`src/hdl/serdes_dbg_pkg.sv`:
```
// Overview of operation
// - per-lane 16-bit read-only eye mismatch count
// - lane counters consecutive, lane zero lowest address
// - threshold about 15 mV times code 2-15
// - threshold applies only when enabled, all lanes
// - gain steps only after configured votes accumulate
// - vote code map: 0=511, 2..9=2^(n-1)-1
// - freeze bit 0 stops recovery tracking, holds phase
// - phase register returns selected lane's phase
// - phase reported Gray coded, not binary
// - done vector bit n set when lane n done
`default_nettype none
package serdes_dbg_pkg;
  localparam int unsigned NUM_LANES  = 16;
  localparam int unsigned ADDR_W     = 10;
  localparam int unsigned DATA_W     = 8;
  localparam int unsigned COUNT_W    = 16;
  localparam int unsigned PHASE_W    = 8;
  localparam int unsigned LANE_SEL_W = 4;
  localparam int unsigned VOTE_W     = 10;
  localparam int unsigned LEVEL_W    = 8;

  localparam logic [ADDR_W-1:0] ADDR_SCAN_DONE_LO = 10'h1f6;
  localparam logic [ADDR_W-1:0] ADDR_SCAN_DONE_HI = 10'h1f7;
  localparam logic [ADDR_W-1:0] ADDR_COUNT_FIRST  = 10'h210;
  localparam logic [ADDR_W-1:0] ADDR_COUNT_LAST   = 10'h22f;
  localparam logic [ADDR_W-1:0] ADDR_LOSS_THRESH  = 10'h234;
  localparam logic [ADDR_W-1:0] ADDR_VOTE_SIZE    = 10'h235;
  localparam logic [ADDR_W-1:0] ADDR_FREEZE       = 10'h238;
  localparam logic [ADDR_W-1:0] ADDR_PHASE        = 10'h239;

  localparam logic [DATA_W-1:0] RST_LOSS_THRESH = 8'h08;
  localparam logic [DATA_W-1:0] RST_VOTE_SIZE   = 8'h00;
  localparam logic [DATA_W-1:0] RST_FREEZE      = 8'h00;
  localparam logic [DATA_W-1:0] UNMAPPED_DATA   = 8'h00;

  localparam int unsigned FREEZE_BIT  = 0;
  localparam int unsigned CODE_MSB    = 3;
  localparam logic [3:0] LOSS_MIN_CODE = 4'h2;
  localparam logic [LEVEL_W-1:0] LOSS_STEP_MV = 8'h0f;
  localparam logic [3:0] VOTE_CODE_DEFAULT = 4'h0;
  localparam logic [3:0] VOTE_CODE_MIN     = 4'h2;
  localparam logic [3:0] VOTE_CODE_MAX     = 4'h9;
  localparam logic [VOTE_W-2:0] VOTE_DEFAULT_COUNT = 9'h1ff;

  typedef struct packed {
    logic [ADDR_W-1:0] addr;
    logic [DATA_W-1:0] wdata;
    logic              wr;
    logic              rd;
  } reg_req_s;

  // reserved codes fall back to the default 511 votes
  function automatic logic [VOTE_W-2:0] votes_required(input logic [3:0] code);
    logic [VOTE_W-2:0] one;
    one = 9'h001;
    if (code >= VOTE_CODE_MIN && code <= VOTE_CODE_MAX) begin
      votes_required = (one << (code - 4'h1)) - one;
    end else begin
      votes_required = VOTE_DEFAULT_COUNT;
    end
  endfunction : votes_required

  function automatic logic [PHASE_W-1:0] to_gray(input logic [PHASE_W-1:0] bin);
    to_gray = bin ^ (bin >> 1);
  endfunction : to_gray
endpackage : serdes_dbg_pkg
`default_nettype wire

```
`src/hdl/eye_mismatch_counter.sv`:
```
`default_nettype none
module eye_mismatch_counter
  import serdes_dbg_pkg::*;
(
  input  wire logic               core_clk,
  input  wire logic               resetn,
  input  wire logic               scan_start,
  input  wire logic               mismatch,
  output logic [COUNT_W-1:0]      count
);
  // saturates so a long scan never wraps to a small count
  always_ff @(posedge core_clk or negedge resetn) begin
    if (!resetn) begin
      count <= '0;
    end else if (scan_start) begin
      count <= '0;
    end else if (mismatch && count != '1) begin
      count <= count + 16'h0001;
    end
  end
endmodule : eye_mismatch_counter
`default_nettype wire

```
`src/hdl/equalizer_vote_accumulator.sv`:
```
`default_nettype none
module equalizer_vote_accumulator
  import serdes_dbg_pkg::*;
(
  input  wire logic               core_clk,
  input  wire logic               resetn,
  input  wire logic [VOTE_W-2:0]  votes_needed,
  input  wire logic               vote_up,
  input  wire logic               vote_down,
  output logic                    gain_inc,
  output logic                    gain_dec
);
  logic signed [VOTE_W-1:0] net;
  logic signed [VOTE_W-1:0] next_net;
  logic signed [VOTE_W-1:0] limit;

  always_comb begin
    limit = signed'({1'b0, votes_needed});
    next_net = net;
    if (vote_up && !vote_down) begin
      next_net = net + 10'sd1;
    end else if (vote_down && !vote_up) begin
      next_net = net - 10'sd1;
    end
  end

  // gain moves only once the net vote reaches the limit
  always_ff @(posedge core_clk or negedge resetn) begin
    if (!resetn) begin
      net      <= '0;
      gain_inc <= 1'b0;
      gain_dec <= 1'b0;
    end else begin
      gain_inc <= next_net >= limit;
      gain_dec <= next_net <= -limit;
      if (next_net >= limit || next_net <= -limit) begin
        net <= '0;
      end else begin
        net <= next_net;
      end
    end
  end
endmodule : equalizer_vote_accumulator
`default_nettype wire

```
`src/hdl/serdes_rx_debug_status_regs.sv`:
```
`default_nettype none
module serdes_rx_debug_status_regs
  import serdes_dbg_pkg::*;
(
  input  wire logic                                core_clk,
  input  wire logic                                resetn,
  input  wire reg_req_s                            reg_req,
  output logic [DATA_W-1:0]                        reg_rdata,
  output logic                                     reg_rvalid,
  input  wire logic [NUM_LANES-1:0]                eye_scan_start,
  input  wire logic [NUM_LANES-1:0]                eye_scan_mismatch,
  input  wire logic [NUM_LANES-1:0]                eye_scan_done,
  input  wire logic                                signal_loss_enable,
  output logic [3:0]                               signal_loss_threshold,
  output logic                                     signal_loss_active,
  output logic [LEVEL_W-1:0]                       signal_loss_level_mv,
  input  wire logic [NUM_LANES-1:0]                eq_vote_up,
  input  wire logic [NUM_LANES-1:0]                eq_vote_down,
  output logic [NUM_LANES-1:0]                     eq_gain_inc,
  output logic [NUM_LANES-1:0]                     eq_gain_dec,
  output logic                                     recovery_freeze,
  input  wire logic [NUM_LANES-1:0][PHASE_W-1:0]   recovery_phase_bin,
  input  wire logic [LANE_SEL_W-1:0]               debug_lane_select
);
  logic [DATA_W-1:0]                    loss_reg;
  logic [DATA_W-1:0]                    vote_reg;
  logic [DATA_W-1:0]                    freeze_reg;
  logic [PHASE_W-1:0]                   phase_gray;
  logic [NUM_LANES-1:0][COUNT_W-1:0]    counts;
  logic [VOTE_W-2:0]                    votes_needed;
  logic [DATA_W-1:0]                    next_rdata;
  logic [ADDR_W-1:0]                    count_off;

  // writes to read-only or unmapped addresses are dropped
  always_ff @(posedge core_clk or negedge resetn) begin
    if (!resetn) begin
      loss_reg <= RST_LOSS_THRESH;
    end else if (reg_req.wr && reg_req.addr == ADDR_LOSS_THRESH) begin
      loss_reg <= reg_req.wdata;
    end
  end

  always_ff @(posedge core_clk or negedge resetn) begin
    if (!resetn) begin
      vote_reg <= RST_VOTE_SIZE;
    end else if (reg_req.wr && reg_req.addr == ADDR_VOTE_SIZE) begin
      vote_reg <= reg_req.wdata;
    end
  end

  always_ff @(posedge core_clk or negedge resetn) begin
    if (!resetn) begin
      freeze_reg <= RST_FREEZE;
    end else if (reg_req.wr && reg_req.addr == ADDR_FREEZE) begin
      freeze_reg <= reg_req.wdata;
    end
  end

  assign signal_loss_threshold = loss_reg[CODE_MSB:0];
  assign signal_loss_active    = signal_loss_enable;

  // one threshold for all lanes; reserved codes give no level
  always_ff @(posedge core_clk or negedge resetn) begin
    if (!resetn) begin
      signal_loss_level_mv <= '0;
    end else if (signal_loss_enable && loss_reg[CODE_MSB:0] >= LOSS_MIN_CODE) begin
      signal_loss_level_mv <= 8'(LOSS_STEP_MV * loss_reg[CODE_MSB:0]);
    end else begin
      signal_loss_level_mv <= '0;
    end
  end

  assign recovery_freeze = freeze_reg[FREEZE_BIT];

  // capture also holds while frozen, so readback never tears
  always_ff @(posedge core_clk or negedge resetn) begin
    if (!resetn) begin
      phase_gray <= '0;
    end else if (!freeze_reg[FREEZE_BIT]) begin
      phase_gray <= to_gray(recovery_phase_bin[debug_lane_select]);
    end
  end

  assign votes_needed = votes_required(vote_reg[CODE_MSB:0]);

  for (genvar lane = 0; lane < NUM_LANES; lane++) begin : g_lane
    eye_mismatch_counter u_count (
      .core_clk   (core_clk),
      .resetn     (resetn),
      .scan_start (eye_scan_start[lane]),
      .mismatch   (eye_scan_mismatch[lane]),
      .count      (counts[lane])
    );
    equalizer_vote_accumulator u_vote (
      .core_clk     (core_clk),
      .resetn       (resetn),
      .votes_needed (votes_needed),
      .vote_up      (eq_vote_up[lane]),
      .vote_down    (eq_vote_down[lane]),
      .gain_inc     (eq_gain_inc[lane]),
      .gain_dec     (eq_gain_dec[lane])
    );
  end

  assign count_off = reg_req.addr - ADDR_COUNT_FIRST;

  always_comb begin
    next_rdata = UNMAPPED_DATA;
    if (reg_req.addr >= ADDR_COUNT_FIRST && reg_req.addr <= ADDR_COUNT_LAST) begin
      // two bytes per lane, low byte first, lane zero lowest
      if (count_off[0]) begin
        next_rdata = counts[count_off[4:1]][COUNT_W-1:DATA_W];
      end else begin
        next_rdata = counts[count_off[4:1]][DATA_W-1:0];
      end
    end else begin
      unique case (reg_req.addr)
        ADDR_SCAN_DONE_LO: next_rdata = eye_scan_done[DATA_W-1:0];
        ADDR_SCAN_DONE_HI: next_rdata = eye_scan_done[NUM_LANES-1:DATA_W];
        ADDR_LOSS_THRESH:  next_rdata = loss_reg;
        ADDR_VOTE_SIZE:    next_rdata = vote_reg;
        ADDR_FREEZE:       next_rdata = freeze_reg;
        ADDR_PHASE:        next_rdata = phase_gray;
        default:           next_rdata = UNMAPPED_DATA;
      endcase
    end
  end

  always_ff @(posedge core_clk or negedge resetn) begin
    if (!resetn) begin
      reg_rdata  <= '0;
      reg_rvalid <= 1'b0;
    end else begin
      reg_rvalid <= reg_req.rd;
      if (reg_req.rd) begin
        reg_rdata <= next_rdata;
      end
    end
  end
endmodule : serdes_rx_debug_status_regs
`default_nettype wire

```
`config.mk`:
```
export PLATFORM = sky130hd
export DESIGN_NAME = serdes_rx_debug_status_regs
export DESIGN_NICKNAME = d
export VERILOG_FILES = /design/src/hdl/serdes_dbg_pkg.sv /design/src/hdl/eye_mismatch_counter.sv /design/src/hdl/equalizer_vote_accumulator.sv /design/src/hdl/serdes_rx_debug_status_regs.sv
export SDC_FILE = /design/constraint.sdc
export NUM_CORES = 2
export LEC_CHECK = 0
export BUFFER_PORTS_ARGS = -buffer_cell sky130_fd_sc_hd__buf_2
export CAP_MARGIN = 20
export CORE_MARGIN = 4
export CORE_UTILIZATION = 49
export CTS_CLUSTER_SIZE = 40
export DETAILED_ROUTE_END_ITERATION = 10
export PLACE_DENSITY = 0.67
export SLEW_MARGIN = 20
export SYNTH_ARGS = -nofsm -noshare
export SYNTH_HDL_FRONTEND = slang
export SYNTH_HIERARCHICAL = 1
export SYNTH_SLANG_ARGS = --single-unit
```
`constraint.sdc`:
```
create_clock -name core_clk -period 13.2 [get_ports core_clk]
set_input_delay 1.98 -clock core_clk [delete_from_list [all_inputs] [get_ports core_clk]]
set_output_delay 1.98 -clock core_clk [all_outputs]
set_load 0.02 [all_outputs]
```
# Word-level counts from Yosys, hierarchy flattened
# Index checks and enable logic that the tools add are counted.
# word_totals
regBits,497
input_bits,235
# op_classes
add_sub_neg,52
n_mul,1
magnitude_cmp,39
n_eq_ne,22
n_shift,1
mux,89
n_bitwise,1
n_reduce_logical,118
# ops
cell,count
$mux 16,33
$mux 10,48
$add 16x1->16 const B,16
$ne 16x16->1 const B,16
$add 10x2->10 const B,16
$ge 10x10->1,16
$le 10x10->1,16
$sub 10x2->10 const B,16
$bmux 16 s4,1
$logic_and 1x1->1,54
$pmux 8 s6,1
$eq 10x10->1 const B,4
$bmux 8 s4,1
$logic_not 1->1,32
$mux 8,4
$reduce_bool 2->1,16
$eq 10x9->1 const B,2
$logic_or 1x1->1,16
$ge 10x10->1 const B,1
$le 10x10->1 const B,1
$lt 4x5->1 const B,2
$neg 9->10,1
$mux 9,1
$shl 1x4->9 const A,1
7 further kinds,8

# Logic depth before layout (Yosys ltp)
# depth
depth_word,8
ltp_mapped,21
depth_no_buf,20

# Modules after synthesis
# The synthesis kept the hierarchy.
# by_module_without_submodules
mod,instances,cells_per_inst,area_each_um2,seq_area_each_um2
eye_mismatch_counter,16,98,942.2,400.4
equalizer_vote_accumulator at g_lane[13].u_vote ...,10,155,1316.3,300.3
serdes_rx_debug_status_regs,1,595,6187.2,1227.4
equalizer_vote_accumulator at g_lane[0].u_vote ...,4,153,1365.1,300.3
equalizer_vote_accumulator at g_lane[8].u_vote,1,157,1381.3,300.3
equalizer_vote_accumulator at g_lane[7].u_vote,1,145,1343.8,300.3

# Worst setup path after synthesis
# No wires, ideal clock.
# synth_path
path_type,flip-flop to flip-flop
startpoint,reg vote_reg[2]
endpoint,reg g_lane[0].u_vote.net[0]
setup_ps,144
arrival_ps,6005
setup_slack_ps,7051
stages_incl_launch_ff,14
path_buffers,1
period_less_slack_ps,6149
path_cell_list,dfrtp_1 clkbuf_1 nor2_1 nor2_1 o21ai_0 inv_1 ha_1 inv_1 ha_1 nor2b_1 o21bai_1 a21oi_1 o21ai_2 a211oi_1
# synth_via
elab_chain_cells,8
# synth_lines
element,line,text
"start, declared",serdes_rx_debug_status_regs.sv:26,logic [DATA_W-1:0] vote_reg;
"start signal, assigned",serdes_rx_debug_status_regs.sv:47,vote_reg <= reg_req.wdata;
$sub 4x1->4,serdes_dbg_pkg.sv:58,votes_required = (one << (code - 4'h1)) - one;
$shl 1x4->9,serdes_dbg_pkg.sv:58,
$sub 9x1->9,serdes_dbg_pkg.sv:58,
$mux 9 *,serdes_dbg_pkg.sv:57,if (code >= VOTE_CODE_MIN && code <= VOTE_CODE_MAX) begin
net votes_needed[1],serdes_rx_debug_status_regs.sv:30,logic [VOTE_W-2:0] votes_needed;
$neg 9->10,equalizer_vote_accumulator.sv:36,if (next_net >= limit || next_net <= -limit) begin
$le 10x10->1,equalizer_vote_accumulator.sv:36,
$logic_or 1x1->1 *,equalizer_vote_accumulator.sv:36,
$mux 10 *,equalizer_vote_accumulator.sv:36,
"end signal, assigned",equalizer_vote_accumulator.sv:39,net <= next_net;
"end, declared",equalizer_vote_accumulator.sv:13,logic signed [VOTE_W-1:0] net;
# The timed path passes the listed nets; every way through them passes the cells marked *.
# A chain may end at the register's enable or synchronous reset.

# Worst setup path after layout
# layout_path
startpoint,in eq_vote_up[11]
endpoint,reg g_lane[11].u_vote.net[0]
# layout_via
elab_chain_cells,7
# layout_lines
element,line,text
"start, declared",serdes_rx_debug_status_regs.sv:17,"input wire logic [NUM_LANES-1:0] eq_vote_up,"
$logic_not 1->1,equalizer_vote_accumulator.sv:22,end else if (vote_down && !vote_up) begin
$logic_and 1x1->1,equalizer_vote_accumulator.sv:22,
$mux 10,equalizer_vote_accumulator.sv:22,
$mux 10 *,equalizer_vote_accumulator.sv:20,if (vote_up && !vote_down) begin
$ge 10x10->1 or $le 10x10->1 (tied branches),equalizer_vote_accumulator.sv:36,
$logic_or 1x1->1,equalizer_vote_accumulator.sv:36,
$mux 10 *,equalizer_vote_accumulator.sv:36,
"end signal, assigned",equalizer_vote_accumulator.sv:39,
"end, declared",equalizer_vote_accumulator.sv:13,
# Every way passes the cells marked *; elsewhere a longest branch is shown, timed or not.

==> reports/qor.txt <==
Slew Limit Headroom - 31.5%
Fillers - 7,781
buffers from clock root to sink, at most - 3
cell area after synthesis - 42,600 sq um
minimum clock period - 4.74 ns
RSZ-0062 raised after global routing - no
post-cts sizing count - 0
pre-CTS setup slack - 7.86 ns
Initial Util - 49.7%
Sequential Area - 12,400 sq um
antenna-violating nets left - 0
WP buf/inv - 2
synthesized instance count - 4,627
# port buffers - 289
ys flop type - dfrtp_1
Clock power frac - 26.9%
Final Hold Viols - 0
CP Depth - 12
Biggest register - g_lane.u_count/count
Switching Fraction - 41.3%
Largest register FFs - 256
Synth Warn # - 6
area overhead of the layout relative to synthesis - 10.6%
post-synthesis register bit count - 497
final worst slack - 8.46 ns
WL/cell - 19.6 um
largest registers - g_lane.u_count/count (256), g_lane.u_vote/net (160)
Req. time, crit path - 13.69 ns
Static Leak - 22.3 nW
fin. max-slew vios - 0
Die Y - 303 um
Async S/R FF share, synth - 100%
crit path kind - primary input to flip-flop
critical path's top delay family - simple AND/OR/NAND/NOR gates
flop2flop setup slack - 8.59 ns
Setup crit end kind - flip-flop
crit path from - eq_vote_up[11]
cell taking the most area after synthesis - dfrtp_1
routability cong. - 0.928
synth unique cells - 108
Cell Pwr Density - 144 nW/um^2
Via Count - 37.2k
max incr delay on CP - 0.67 ns
GRT Overall Usage - 25.4%
CP Capture Point - g_lane[11].u_vote/net[0]
die width - 303 um
Final Cycle Share - 35.9%
number of global-route vias before repair - 35.3k
Initial DRT Pass Iterations - 6
drt via density - 6.11
final core occ - 55.0%
antenna violations before repair - 21
TritonCTS Sinks - 497
status - finished clean
Max Fanout on Critical Path - 9
largest cells by area after synthesis - dfrtp_1 29%, ha_1 11%, a21oi_1 4.5%
area of the multi-input gates - 28,100 sq um
Avg Inst Size Synth - 9.21 sq um
Gate power share - 42.3%
Root Driver - clkbuf_16
Worst Hold Class - flip-flop to flip-flop
Critical Path, Cell by Cell - buf_2 > nand2b_1 > or4_1 > o31a_2 > xor2_1 > inv_1 > ha_1 > or4b_2 > a21oi_1 > o21ai_0 > o21ai_2 > a211oi_1
Max Freq - 211 MHz
Sw Pwr - 2.80 mW
Reg power frac - 30.8%
CTS tree - done
number of max-cap violations - 0
Iter 0 DRT Violations - 2,844
post-synth top area share - 29.1%
H-tree levels - 2
slowest CP cell - or4b_2
hold buffer count at cts - 0
Total Power - 6.80 mW
Die ar. - 91,700 sq um
largest net degree at the start of global routing - 162
cell row count - 107
CP startpoint kind - primary input
fin nets - 5,495
Remaining DRCs - 0
post-synthesis sequential area ratio - 29.2%
CTS buffer count - 61
Peak VDD IR - 155 uV
hold_ws - 0.499 ns
final setup violation count - 0
setup bufs post-CTS - 0
setup TNS - 0 ns
worst-margin pin slew - 1.02 ns
GRT Residual Overflow - 0
internal power - 3.99 mW
total core area - 85,700 sq um
hpwl dp - 87.9 mm
share of layout cells above drive strength 1 - 16.2%
r2r worst-path depth - 14
worst reg2reg path startpoint - vote_reg[1]
first-pass GRT wire length - 190 mm
worst reg2reg endpoint - g_lane[15].u_vote/net[0]
later-pin clock latency in the skew report - 0.67 ns
clk_skew - 0.0491 ns
Reg clk slew, reported paths - 0.06 ns
Worst Path Arrival - 5.23 ns
Post-synth EDFFs - 0
Post-Route WL - 119 mm
I/O pin cnt - 290
## tightest hold or removal path: stages, from the launching register on
cell and delay [ns]:
dfrtp_1 0.35, nand2_1 0.05, o21ai_0 0.06
## kinds of logic (layout without fill, tap and decap cells)
kind of cell	Yosys count	count (layout)	share of synthesized area [%]
muxes	265	265	8.07
xor gates and xnor gates	278	278	5.73
DFF	497	497	29.2
other	1	91	0.00880
buffers and inverters	536	773	5.69
AOI/OAI and AO/OA	1054	1054	17.0
adders and majority gates	371	371	11.0
and+or+nand+nor	1625	1625	23.3
## how the worst min path moves through the flow
stage               slack, ns             to           from  depth (start not counted)
floorplan                0.45  phase_gray[1]  phase_gray[1]                          2
global placement         0.49  phase_gray[7]  phase_gray[7]                          2
detailed placement       0.49  phase_gray[4]  phase_gray[4]                          2
CTS                      0.50  phase_gray[4]  phase_gray[4]                          2
global route             0.51    loss_reg[4]    loss_reg[4]                          1
finish                   0.50  phase_gray[4]  phase_gray[4]                          2
## power by group through the flow
stage          clock network, mW  registers [mW]  logic [mW]
2_1_floorplan                  0            2.01        2.27
3_3_place_gp                   0            2.11        2.79
3_5_place_dp                   0            2.11        2.85
4_1_cts                     1.88            2.09        2.87
5_1_grt                     1.94            2.14        3.26
6_report                    1.83            2.09        2.88
## metal layers
metal | share of wire, % | GRT usage, % | vias to the layer above | routed length [um]
li1 | - | - | 18000 | -
met5 | 0.050 | 0 | - | 60
met1 | 45 | 35.6 | 18000 | 53600
met4 | 2.6 | 6.77 | 8 | 3120
met2 | 45 | 40.5 | 994 | 54200
met3 | 7.0 | 4.44 | 169 | 8340
## cell usage in the layout, fill, tap and decap left out, types with 19 or more instances in the layout
master,count
xor2_1,121
xnor2_1,156
nand2b_1,37
nor2_1,163
a211oi_1,42
a211oi_2,52
nand2_1,241
or3_1,53
nand4_1,194
o21ai_0,75
o21ai_1,53
nand3_1,201
clkbuf_16,61
a22oi_1,19
inv_1,346
a21oi_1,381
nor3_1,90
nand3b_1,41
mux2_1,64
o22ai_1,74
and3_1,53
mux2i_1,104
mux4_2,40
mux2_2,48
conb_1,79
or4_2,32
nor2b_1,104
or4_1,108
dfrtp_1,496
buf_4,23
o211ai_1,27
buf_2,286
a21o_1,29
o31ai_1,123
nor4_1,95
ha_1,367
and4_2,36
## metrics by stage
step	area (sq um)	instances
6_report	47100	6098
5_1_grt	47100	6091
4_1_cts	47100	6086
3_5_place_dp	44900	5970
3_3_place_gp	44900	5970
2_1_floorplan	42900	4705
## cells in the mapped netlist (all sizes together) (94+ instances only)
cell	count
nor4	113
xnor2	156
mux2i	104
nor2	163
a21oi	383
mux2	112
nand2	243
clkbuf	99
o21ai	134
dfrtp	496
ha	367
xor2	122
nor3	100
inv	346
o31ai	124
nand4	210
or4	145
nand3	201
a211oi	94
nor2b	105
## final cells by class
class	instances	share of cell area, %
Clock buffer	75	3.56
Inverter	346	2.75
Clock inverter	41	1.13
Sequential cell	497	26.4
Antenna cell	12	0.0637
Tap cell	1144	3.04
Multi-Input combinational cell	3672	59.6
Timing Repair Buffer	311	3.48
Power figures use the tool's default switching activity.
